--- src/include/wtu_pkg.sv ---
// constants shared by the watchdog timeout unit
package wtu_pkg;
	// bus geometry
	localparam int          ADR_W        = 4;
	localparam int          DAT_W        = 32;
	// register byte offsets
	localparam logic [3:0]  OFS_CTRL     = 4'h0;
	localparam logic [3:0]  OFS_IRQ_STAT = 4'h4;
	localparam logic [3:0]  OFS_IRQ_CLR  = 4'h8;
	localparam logic [3:0]  OFS_IRQ_EN   = 4'hc;
	// watchdog_control field positions
	localparam int          B_PRE_HI     = 7;
	localparam int          B_PRE_LO     = 4;
	localparam int          B_IRQ_RESP   = 3;
	localparam int          B_FLAG       = 2;
	localparam int          B_ARM        = 1;
	localparam int          B_UNLOCK     = 0;
	localparam logic [7:0]  CTRL_RST     = 8'h10;
	// prescale codes
	localparam logic [3:0]  PRE_MAX_TIMED = 4'h7;
	localparam logic [3:0]  PRE_IMMEDIATE = 4'h8;
	// base interval is 2^9 crystal ticks, counter is 16 bits
	localparam int          BASE_LOG2    = 9;
	localparam int          CNT_W        = 16;
	// interrupt status bits
	localparam int          IRQ_W        = 2;
	localparam int          IB_TIMEOUT   = 0;
	localparam int          IB_REJECT    = 1;
	localparam logic [1:0]  IRQ_RST      = 2'h0;
	// synchroniser depth for the crystal pin
	localparam int          SYNC_STAGES  = 3;
endpackage

--- src/rtl/wtu_xtal_sync.sv ---
// crystal pin synchroniser and rising edge detector
`timescale 1ns/1ps
module wtu_xtal_sync (
	// clock and reset
	input  wire logic sys_clk,
	input  wire logic reset_n,
	// crystal pin
	input  wire logic xtal_in,
	// one-cycle pulse per crystal rising edge
	output logic      xtal_rise
);
	logic [wtu_pkg::SYNC_STAGES-1:0] stage;
	logic                            level;

	always_ff @(posedge sys_clk or negedge reset_n) begin
		if (!reset_n) begin
			stage <= 3'h0;
		end else begin
			stage <= {stage[1:0], xtal_in};
		end
	end

	// stage[0] feeds only stage[1]; a change counts once stages 1 and 2 agree
	always_ff @(posedge sys_clk or negedge reset_n) begin
		if (!reset_n) begin
			level     <= 1'b0;
			xtal_rise <= 1'b0;
		end else begin
			xtal_rise <= 1'b0;
			if (stage[1] == stage[2]) begin
				level     <= stage[2];
				xtal_rise <= stage[2] & ~level;
			end
		end
	end
endmodule // wtu_xtal_sync

--- src/rtl/wtu_watchdog.sv ---
// watchdog timeout unit with wishbone register access
// Functional notes
// - prescale code 0..7 gives 15.6 ms doubling to 2000 ms; 8 resets at once
// - response bit 1 raises watchdog interrupt on timeout, 0 resets the system
// - watchdog interrupt bypasses global disable and has fixed high priority
// - every timeout sets the status flag, whichever response is chosen
// - status flag clears only by software writing 0 or external reset
// - writing arm bit 1 enables the watchdog and restarts the counter
// - software re-arms within each period, else reset or interrupt follows
// - arm clears on write 0, watchdog reset, hardware reset, supply interrupt
// - 16-bit counter advances on the 32.768 kHz crystal, not core clock
`timescale 1ns/1ps
module wtu_watchdog (
	// clock and reset
	input  wire logic        sys_clk,
	input  wire logic        reset_n,
	// wishbone classic slave
	input  wire logic        wb_cyc_i,
	input  wire logic        wb_stb_i,
	input  wire logic        wb_we_i,
	input  wire logic [3:0]  wb_sel_i,
	input  wire logic [3:0]  wb_adr_i,
	input  wire logic [31:0] wb_dat_i,
	output logic [31:0]      wb_dat_o,
	output logic             wb_ack_o,
	// crystal pin and supply monitor
	input  wire logic        xtal_in,
	input  wire logic        supply_monitor_int,
	// responses
	output logic             sys_reset_req,
	output logic             wdt_int_req,
	output logic             irq
);
	////////////////////////////////////////////////////////////////////////////
	// timeout limit: 2^(pre+9) ticks, minus one for the terminal count
	function automatic logic [15:0] limit_of(input logic [3:0] code);
		logic [16:0] span;
		// five-bit shift amount: code 7 needs a shift of 16
		span = 17'h00001 << (5'(code[2:0]) + 5'(wtu_pkg::BASE_LOG2));
		return 16'(span - 17'h00001);
	endfunction

	logic [3:0]  pre;
	logic        irq_resp;
	logic        timeout_status_flag;
	logic        watchdog_arm;
	logic        control_write_unlock;
	logic [15:0] cnt;
	logic [1:0]  irq_stat;
	logic [1:0]  irq_en;
	logic        xtal_rise;

	wtu_xtal_sync u_sync (
		.sys_clk   (sys_clk),
		.reset_n   (reset_n),
		.xtal_in   (xtal_in),
		.xtal_rise (xtal_rise)
	);

	////////////////////////////////////////////////////////////////////////////
	// bus decode
	logic acc;
	logic wr;
	logic ctrl_hit;
	logic unlock_req;
	logic ctrl_wr;
	logic bad_wr;

	assign acc        = wb_cyc_i & wb_stb_i & ~wb_ack_o;
	assign wr         = acc & wb_we_i & wb_sel_i[0];
	assign ctrl_hit   = (wb_adr_i == wtu_pkg::OFS_CTRL);
	assign unlock_req = wr & ctrl_hit & ~control_write_unlock & wb_dat_i[wtu_pkg::B_UNLOCK];
	assign ctrl_wr    = wr & ctrl_hit & control_write_unlock;
	assign bad_wr     = wr & ctrl_hit & ~control_write_unlock & ~wb_dat_i[wtu_pkg::B_UNLOCK];

	always_ff @(posedge sys_clk or negedge reset_n) begin
		if (!reset_n) begin
			wb_ack_o <= 1'b0;
		end else begin
			wb_ack_o <= acc;
		end
	end

	// any completed access consumes the unlock, so only the very next one counts
	always_ff @(posedge sys_clk or negedge reset_n) begin
		if (!reset_n) begin
			control_write_unlock <= 1'b0;
		end else if (acc) begin
			control_write_unlock <= unlock_req;
		end
	end

	////////////////////////////////////////////////////////////////////////////
	// timeout detection
	logic        timed_code;
	logic        immediate;
	logic        rearm;
	logic        at_limit;
	logic        timeout_evt;
	logic        reset_resp;

	assign timed_code  = (pre <= wtu_pkg::PRE_MAX_TIMED);
	assign immediate   = (pre == wtu_pkg::PRE_IMMEDIATE);
	assign rearm       = ctrl_wr & wb_dat_i[wtu_pkg::B_ARM];
	assign at_limit    = (cnt == limit_of(pre));
	// reserved codes above 8 never time out
	assign timeout_evt = watchdog_arm & ~rearm
		& (immediate | (timed_code & xtal_rise & at_limit));
	// the immediate code always resets, whatever the response bit says
	assign reset_resp  = immediate | ~irq_resp;

	always_ff @(posedge sys_clk or negedge reset_n) begin
		if (!reset_n) begin
			cnt <= 16'h0000;
		end else if (rearm | ~watchdog_arm) begin
			cnt <= 16'h0000;
		end else if (xtal_rise & timed_code) begin
			cnt <= at_limit ? 16'h0000 : cnt + 16'h0001;
		end
	end

	////////////////////////////////////////////////////////////////////////////
	// control register fields
	always_ff @(posedge sys_clk or negedge reset_n) begin
		if (!reset_n) begin
			pre      <= wtu_pkg::CTRL_RST[wtu_pkg::B_PRE_HI:wtu_pkg::B_PRE_LO];
			irq_resp <= wtu_pkg::CTRL_RST[wtu_pkg::B_IRQ_RESP];
		end else if (ctrl_wr) begin
			pre      <= wb_dat_i[wtu_pkg::B_PRE_HI:wtu_pkg::B_PRE_LO];
			irq_resp <= wb_dat_i[wtu_pkg::B_IRQ_RESP];
		end
	end

	// clears win over a write here: a supply fault must not leave it armed
	always_ff @(posedge sys_clk or negedge reset_n) begin
		if (!reset_n) begin
			watchdog_arm <= wtu_pkg::CTRL_RST[wtu_pkg::B_ARM];
		end else if (supply_monitor_int | (timeout_evt & reset_resp)) begin
			watchdog_arm <= 1'b0;
		end else if (ctrl_wr) begin
			watchdog_arm <= wb_dat_i[wtu_pkg::B_ARM];
		end
	end

	// only reset_n clears it by hardware; the watchdog reset is a request out
	always_ff @(posedge sys_clk or negedge reset_n) begin
		if (!reset_n) begin
			timeout_status_flag <= wtu_pkg::CTRL_RST[wtu_pkg::B_FLAG];
		end else if (timeout_evt) begin
			timeout_status_flag <= 1'b1;
		end else if (ctrl_wr & ~wb_dat_i[wtu_pkg::B_FLAG]) begin
			timeout_status_flag <= 1'b0;
		end
	end

	////////////////////////////////////////////////////////////////////////////
	// responses
	always_ff @(posedge sys_clk or negedge reset_n) begin
		if (!reset_n) begin
			sys_reset_req <= 1'b0;
		end else begin
			sys_reset_req <= timeout_evt & reset_resp;
		end
	end

	// separate line to the core, outside the maskable interrupt path
	always_ff @(posedge sys_clk or negedge reset_n) begin
		if (!reset_n) begin
			wdt_int_req <= 1'b0;
		end else if (timeout_evt & ~reset_resp) begin
			wdt_int_req <= 1'b1;
		end else if (ctrl_wr & ~wb_dat_i[wtu_pkg::B_FLAG]) begin
			wdt_int_req <= 1'b0;
		end
	end

	////////////////////////////////////////////////////////////////////////////
	// event status, clear and enable
	logic       clr_wr;
	logic       en_wr;
	logic [1:0] events;

	assign clr_wr = wr & (wb_adr_i == wtu_pkg::OFS_IRQ_CLR);
	assign en_wr  = wr & (wb_adr_i == wtu_pkg::OFS_IRQ_EN);
	assign events = {bad_wr, timeout_evt};

	// a new event in the clearing cycle survives the clear
	always_ff @(posedge sys_clk or negedge reset_n) begin
		if (!reset_n) begin
			irq_stat <= wtu_pkg::IRQ_RST;
		end else begin
			irq_stat <= (irq_stat & ~({2{clr_wr}} & wb_dat_i[1:0])) | events;
		end
	end

	always_ff @(posedge sys_clk or negedge reset_n) begin
		if (!reset_n) begin
			irq_en <= wtu_pkg::IRQ_RST;
		end else if (en_wr) begin
			irq_en <= wb_dat_i[1:0];
		end
	end

	always_ff @(posedge sys_clk or negedge reset_n) begin
		if (!reset_n) begin
			irq <= 1'b0;
		end else begin
			irq <= |(irq_stat & irq_en);
		end
	end

	////////////////////////////////////////////////////////////////////////////
	// read data, unmapped offsets read zero
	always_ff @(posedge sys_clk or negedge reset_n) begin
		if (!reset_n) begin
			wb_dat_o <= 32'h00000000;
		end else if (acc & ~wb_we_i) begin
			case (wb_adr_i)
				wtu_pkg::OFS_CTRL: begin
					wb_dat_o <= {24'h000000, pre, irq_resp, timeout_status_flag,
						watchdog_arm, control_write_unlock};
				end
				wtu_pkg::OFS_IRQ_STAT: begin
					wb_dat_o <= {30'h0, irq_stat};
				end
				wtu_pkg::OFS_IRQ_EN: begin
					wb_dat_o <= {30'h0, irq_en};
				end
				default: begin
					wb_dat_o <= 32'h00000000;
				end
			endcase
		end
	end
endmodule // wtu_watchdog

--- config.mk ---
export PLATFORM = sky130hd
export DESIGN_NAME = wtu_watchdog
export DESIGN_NICKNAME = d
export VERILOG_FILES = /design/src/include/wtu_pkg.sv /design/src/rtl/wtu_xtal_sync.sv /design/src/rtl/wtu_watchdog.sv
export SDC_FILE = /design/constraint.sdc
export NUM_CORES = 1
export LEC_CHECK = 0
export BUFFER_PORTS_ARGS = -buffer_cell sky130_fd_sc_hd__buf_2
export CORE_UTILIZATION = 56
export DETAILED_ROUTE_END_ITERATION = 10
export GPL_TIMING_DRIVEN = 0
export HOLD_SLACK_MARGIN = 0.12
export PLACE_DENSITY = 0.86
export SYNTH_ARGS = -nofsm -noshare
export SYNTH_HDL_FRONTEND = slang
export SYNTH_SLANG_ARGS = --single-unit
--- constraint.sdc ---
create_clock -name sys_clk -period 8.54 [get_ports sys_clk]
set_input_delay 0.854 -clock sys_clk [delete_from_list [all_inputs] [get_ports sys_clk]]
set_output_delay 0.854 -clock sys_clk [all_outputs]
set_load 0.01 [all_outputs]
==> metrics.yaml, run 1 <==
r2r-start: "pre[1]"
drive_above_1_share_pct: 22.57
fin_crit_sh_pct: 42.38
routed-via-count: 2432
critPathKind: "flop to flop"
grtUsageTotal_pct: 23.85
gp_congestion: 0.9163
ys.warnings.count: 0
synth-adder-area-share_pct: 2.157
drcViolationCount: 0
cp_slowest_stage_delay_ps: 550
maxCapViolations: 0
async_flop_share_pct: 100.0
clock_path_buffers: 2
cp.depth: 16
cp-start-kind: "flop"
synth_cell_types: 57
utilization_pct: 67.63
cp_max_fo: 10
ff2ff_setup_slack_ps: 4920
final-max-slew-violation-count: 0
hold_viol_final: 0
r2r-end: "cnt[9]"
startpoint: "pre[1]"
grt_max_degree: 46
finClkSkew_ps: 5.105
antenna_cells: 0
required_ps: 8730
synth-compound-area-share_pct: 13.89
dr.pass1.iters: 6
synth_area_leaders: "dfrtp_1 40%, buf_4 6.5%, nand2_1 6.1%"
p_per_area_nw_per_um2: 129.1
synth_area_sq_um: 2784
grt_antenna_before_repair: 0
first_iter_violations: 182
ys_ff_latch: 45
hold_buffers: 0
crit_family: "simple AND/OR/NAND/NOR gates"
cts_setup_buffers: 0
die_x_um: 72.51
grt_pass1_vias: 2252
synth.avg_cell_area_sq_um: 8.700
ff_latch_area_sq_um: 1127
syn_to_final_growth_pct: 15.51
min-delay-start: "u_sync.stage[0]"
cp-end-kind: "flop"
multi_input_area_sq_um: 1436
synth-xor-area-share_pct: 0.9438
nets: 431
synth_edf_count: 0
synth-main-ff-cell: "dfrtp_1"
cts_tree: "yes"
crit_top_cell: "buf_6"
wl_mm: 5.991
grt_pass1_wl_mm: 9.853
p_leak_nw: 1.563
final_cell_area_sq_um: 3216
vdd_drop_max_mv: 0.07932
crit_buf_inv: 5
slowest_stage: "or4b_4"
placement_rows: 25
die_area_sq_um: 5257
path_cells: "buf_2 -> and2_1 -> ha_1 -> buf_6 -> and4b_1 -> inv_1 -> ha_1 -> xor2_1 -> o211ai_1 -> nor3_1 -> nand4_1 -> or4b_4 -> buf_6 -> buf_6 -> nand4_1 -> nand3_1"
synth_cells: 320
synth_area_leader_cell: "dfrtp_1"
die_h_um: 72.51
fin_tns_setup_ps: 0
cp-endpoint: "cnt[9]"
avgRoutedWirePerCell_um: 13.37
worstSkewPairLatency_ps: 300
hold_class: "flop to flop"
placedInstanceArea_sq_um: 3104
synth_top_area_share_pct: 39.55
worstPathArrival_ps: 3810
rsz0062_at_grt: "no"
portBuffers: 30
cts_made_buffers: 5
run_status: "finished clean"
synth_top_family_by_area: "simple AND/OR/NAND/NOR gates"
tightest_slew_ps: 966.3
grt_remaining_overflow: 0
seq_area_frac_synth_pct: 40.49
synth_mux_area_share_pct: 4.270
setup_viol: 0
root_buffer: "clkbuf_8"
ant_nets: 0
start_util_pct: 58.55
relSlewSlack_pct: 35.58
r2r_cells: 16
fill_cells: 404
coreArea_sq_um: 4755
place_hpwl_mm: 4.315
synth-simple-area-share_pct: 26.97
path_clk_slew_ps: 90
htree_levels: 2
fmax_mhz: 276.3
vias_per_cell: 5.429
fin_crit_ps: 3619
cts_resized: 0
io_pins: 83
cts.sinks: 45
[where the power goes]
group / switching (W) / leakage [nW] / internal [W]
combinational: 0.0000208 / 0.894 / 0.0000148
sequential: 0.00000183 / 0.614 / 0.000216
clock: 0.0000739 / 0.0554 / 0.0000878
[kinds of logic (layout without fill, tap and decap cells)]
logic type,Yosys count,count (layout)
xor+xnor,3,3
compound gates,55,55
buf+inv,50,88
simple gates,149,149
other cells,2,25
mux,11,11
fa+ha+maj,5,5
flops,45,45
[cell type report]
cell class / count / area share (%)
sequential: 45 / 35.06
timing repair buffer: 30 / 4.669
buffer: 45 / 8.949
inverter: 5 / 0.5837
tap: 67 / 2.607
clock buffer: 6 / 2.257
multi-input combinational: 248 / 44.67
clock inverter: 2 / 1.206
[per-layer routing]
metal  GRT usage, %  part of all wire, %  vias up
met5              0                    0        -
met3          4.583                  7.1       17
met4          7.625                  1.8        0
li1               -                    -     1202
met1          29.26                   42     1110
met2          42.16                   49      103
[Yosys cell counts, types with 4 or more instances]
| cell | count |
|---|---|
| dfrtp_1 | 44 |
| nand3_1 | 31 |
| mux2i_1 | 4 |
| nand4_1 | 8 |
| o21ai_0 | 13 |
| buf_2 | 4 |
| a31oi_1 | 4 |
| ha_1 | 4 |
| clkbuf_1 | 12 |
| mux2_2 | 7 |
| inv_1 | 5 |
| nand2_1 | 45 |
| and3_1 | 8 |
| a21oi_1 | 11 |
| nor3_1 | 6 |
| nor4_1 | 6 |
| buf_4 | 24 |
| nand2b_1 | 6 |
| nor2_1 | 24 |
[sequential cells by signal, indices dropped and copies added (netlist names), 2 cells and up]
| name | count |
|---|---|
| cnt | 16 |
| irq_en | 2 |
| irq_stat | 2 |
| pre | 4 |
| u_sync.stage | 3 |
| wb_dat_o | 8 |
[cells in the final DEF (no fill, tap or decap), types with 8 or more instances in the layout]
cell      Yosys  final
nand2_1      45     45
dfrtp_1      44     44
buf_2         4     34
nand3_1      31     31
conb_1        2     25
nor2_1       24     24
buf_4        24     24
clkbuf_1     12     13
o21ai_0      13     13
a21oi_1      11     11
nand4_1       8      8
and3_1        8      8
[metrics by stage]
step                 power, W  hold slack [ps]  setup WS (ps)  std cells
floorplan           0.0002445            331.2           5307        343
global placement    0.0002564            331.6           5032        440
detailed placement  0.0002572            335.8           4980        440
CTS                 0.0004175            355.8           4965        448
global route        0.0004294            373.2           4729        448
finish              0.0004150            351.4           4921        448
[worst min path at each step]
stage,to,cells after the start,slack [ps]
2_1_floorplan,u_sync.stage[1],0,330
3_3_place_gp,u_sync.stage[1],0,330
3_5_place_dp,u_sync.stage[1],0,340
4_1_cts,u_sync.stage[1],0,360
5_1_grt,u_sync.stage[1],0,370
6_report,u_sync.stage[1],0,350
(Power assumes the default switching activity.)
==> inputs of run 2 (changes only) <==
ABC_AREA = 1   (was default)
CORE_UTILIZATION = 46   (was 56)
PLACE_DENSITY = 0.76   (was 0.86)
clock period = 3.3 ns   (was 8.54 ns; I/O delays follow)
==> metrics.yaml, run 2 <==
run_status: "finished clean"
synth_edf_count: 0  # unchanged
synth_area_leaders: "dfrtp_1 41%, nand2_1 12%, buf_4 6.7%"
synth_cells: 345  # +7.8%
rsz0062_at_grt: "no"
multi_input_area_sq_um: 1290  # -10%
die_x_um: 78.19  # +7.8%
p_leak_nw: 1.594  # +2.0%
maxCapViolations: 0  # unchanged
grt_antenna_before_repair: 0  # unchanged
power_w: 0.001063  # +160%
r2r_cells: 17  # +1
top_register: "cnt"
cts.sinks: 45  # unchanged
r2r-start: "pre[0]"
avgRoutedWirePerCell_um: 11.28  # -16%
critPathKind: "flop to flop"
io_pins: 83  # unchanged
layout_common_cells: "83 x nand2_1, 44 x dfrtp_1, 37 x inv_1"
grt_pass1_vias: 2082  # -7.5%
grtUsageTotal_pct: 19.07  # -4.8 points
placement_rows: 27  # +8.0%
busiest_layer: "met2"
synth_top_area_share_pct: 41.24  # +1.7 points
fin_crit_sh_pct: 81.04  # +39 points
met3_usage_pct: 3.721  # -0.86 points
fin_tns_setup_ps: 0  # unchanged
ys.warnings.count: 0  # unchanged
synth_common_cells: "83 x nand2_1, 44 x dfrtp_1, 37 x inv_1, 35 x nor2_1, 26 x o21ai_0"
cts_resized: 0  # unchanged
grt_pass1_wl_mm: 9.156  # -7.1%
path_cells: "nand2_1 -> inv_1 -> ha_1 -> inv_1 -> nand2_2 -> ha_1 -> inv_1 -> nand2_1 -> nand2_1 -> nor2_1 -> nand3_1 -> nor2_1 -> nand2_1 -> nor2_4 -> nand3_4 -> o21ai_4 -> nor2_1"
synth_most_common_cell: "nand2_1"
final_cell_area_sq_um: 3112  # -3.2%
start_util_pct: 48.19  # -10 points
cp-start-kind: "flop"
htree_levels: 2  # unchanged
path_clk_slew_ps: 90  # about the same
reg_top3: "cnt x16, wb_dat_o x8, pre x4"
dr.pass1.iters: 5  # -1
cts_setup_buffers: 0  # unchanged
crit_family: "simple AND/OR/NAND/NOR gates"
cts_made_buffers: 5  # unchanged
clock_path_buffers: 2  # unchanged
pre_cts_ws_ps: 650.4  # -4330 ps
portBuffers: 31  # +3.3%
final.setup.worst_slack_ps: 625.7  # -4295 ps
worstPathArrival_ps: 2870  # -940 ps
drcViolationCount: 0  # unchanged
crit_top_cell: "nand2_1"
routed-via-count: 2290  # -5.8%
required_ps: 3500  # -5230 ps
fill_cells: 562  # +39%
fin_crit_ps: 2674  # -944.7 ps
coreArea_sq_um: 5540  # +17%
layout_commonest_cell: "nand2_1"
place_hpwl_mm: 4.190  # -2.9%
synth_area_sq_um: 2670  # -4.1%
placedInstanceArea_sq_um: 3002  # -3.3%
synth.avg_cell_area_sq_um: 7.739  # -11%
ff2ff_setup_slack_ps: 630  # -4300 ps
grtUsageMet1_pct: 24.78  # -4.5 points
die_h_um: 78.19  # +7.8%
slowest_stage: "dfstp_2"
cts_tree: "yes"
worstSkewPairLatency_ps: 320  # +20 ps
syn_to_final_growth_pct: 16.54
cp_slowest_stage_delay_ps: 600  # +50 ps
vdd_drop_max_mv: 0.3018  # +280%
cp_max_fo: 7  # -3
seq_area_frac_synth_pct: 42.22  # +1.7 points
final-max-slew-violation-count: 0  # unchanged
p_per_area_nw_per_um2: 341.5  # +160%
ant_nets: 0  # unchanged
relSlewSlack_pct: 36.08  # +0.50 points
grt_max_degree: 46  # unchanged
drive_above_1_share_pct: 20.34  # -2.2 points
r2r-end: "cnt[11]"
hold_viol_final: 0  # unchanged
root_buffer: "clkbuf_8"
finClkSkew_ps: 13.63  # +8.526 ps
setup_viol: 0  # unchanged
cp-end-kind: "flop"
synth-main-ff-cell: "dfrtp_1"
vias_per_cell: 4.771  # -12%
die_area_sq_um: 6113  # +16%
fmax_mhz: 373.9  # +35%
ff_latch_area_sq_um: 1127  # unchanged
wl_mm: 5.415  # -9.6%
first_iter_violations: 84  # -54%
grt_remaining_overflow: 0  # unchanged
hold_ws_ps: 147.1  # -204.3 ps
largest_reg_flops: 16  # unchanged
hold_class: "input port to asynchronous set/reset pin"
antenna_cells: 0  # unchanged
tightest_slew_ps: 958.8  # -7.499 ps
gp_congestion: 0.8144  # -11%
async_flop_share_pct: 100.0  # unchanged
hold_buffers: 1  # +1
grtUsageMet2_pct: 30.96  # -11 points
synth_area_leader_cell: "dfrtp_1"
synth_cell_types: 34  # -40%
nets: 458  # +6.3%
crit_buf_inv: 3  # -2
ys_ff_latch: 45  # unchanged
run 2: cell count changes in the layout (fill, tap and decap cells not counted), sizes merged, moves of 7 or more:
cell	previous run	this run
nand2	45	89
inv	5	40
nor2	24	42
o21ai	16	32
clkbuf	19	7
a21oi	12	1
xor2	1	11
and3	8	0
o22ai	0	8
nor4	8	1
run 2: kinds of logic (layout without fill, tap and decap cells):
| group | count (synthesis) | after routing | synth area share, % |
|---|---|---|---|
| other | 2 | 25 | 0.2813 |
| flip-flops | 45 | 45 | 42.22 |
| AND/OR/NAND/NOR | 170 | 170 | 28.73 |
| multiplexers | 2 | 2 | 0.7966 |
| adder cells (fa/ha/maj) | 5 | 5 | 2.249 |
| buffers and inverters | 66 | 106 | 12.70 |
| AO/OA/AOI/OAI | 43 | 43 | 9.091 |
| XOR/XNOR | 12 | 12 | 3.936 |
run 2: cell type report:
| class | instances | share of cell area, % |
|---|---|---|
| clock buffer | 6 | 2.654 |
| multi-input combinational | 257 | 41.46 |
| tap | 72 | 2.895 |
| sequential | 45 | 36.23 |
| timing repair buffer | 32 | 5.308 |
| buffer | 26 | 6.072 |
| inverter | 40 | 4.825 |
| clock inverter | 2 | 0.5629 |
run 2: metrics by stage:
step                instances  utilization [%]
finish                    480            56.17
floorplan                 368                -
detailed placement        471            54.18
global route              480            56.17
global placement          471            54.18
CTS                       480            56.17
run 2: metal layers:
layer	wire length [um]	vias to the layer above	part of all wire (%)
met5	0	-	0
met4	106	0	2.0
met3	243	9	4.5
met2	2582	55	48
met1	2483	1046	46
li1	-	1180	-
run 2: worst max path at each step:
stage                     startpoint            end  slack, ps  cells past startpoint
after floorplan               pre[0]        cnt[11]        960                     17
final                         pre[0]        cnt[11]        630                     17
after global placement        pre[0]        cnt[11]        720                     17
after CTS                     pre[0]        cnt[11]        630                     17
after global routing          pre[0]  sys_reset_req        410                     18
after detailed placement      pre[0]        cnt[11]        650                     17
run 2: power breakdown:
part	leakage (nW)	internal [W]	switching (W)	total, W
sequential	0.592	0.000563	0.00000735	0.000571
combinational	0.950	0.0000455	0.0000647	0.000110
clock	0.0518	0.000174	0.000208	0.000382
run 2: worst register-to-register path: cells and delay by family, from the launching register on:
kind,cells,cell delay (ps)
compound gates,1,190
simple gates,11,930
flops,1,600
buf+inv,3,290
fa+ha+maj,2,530
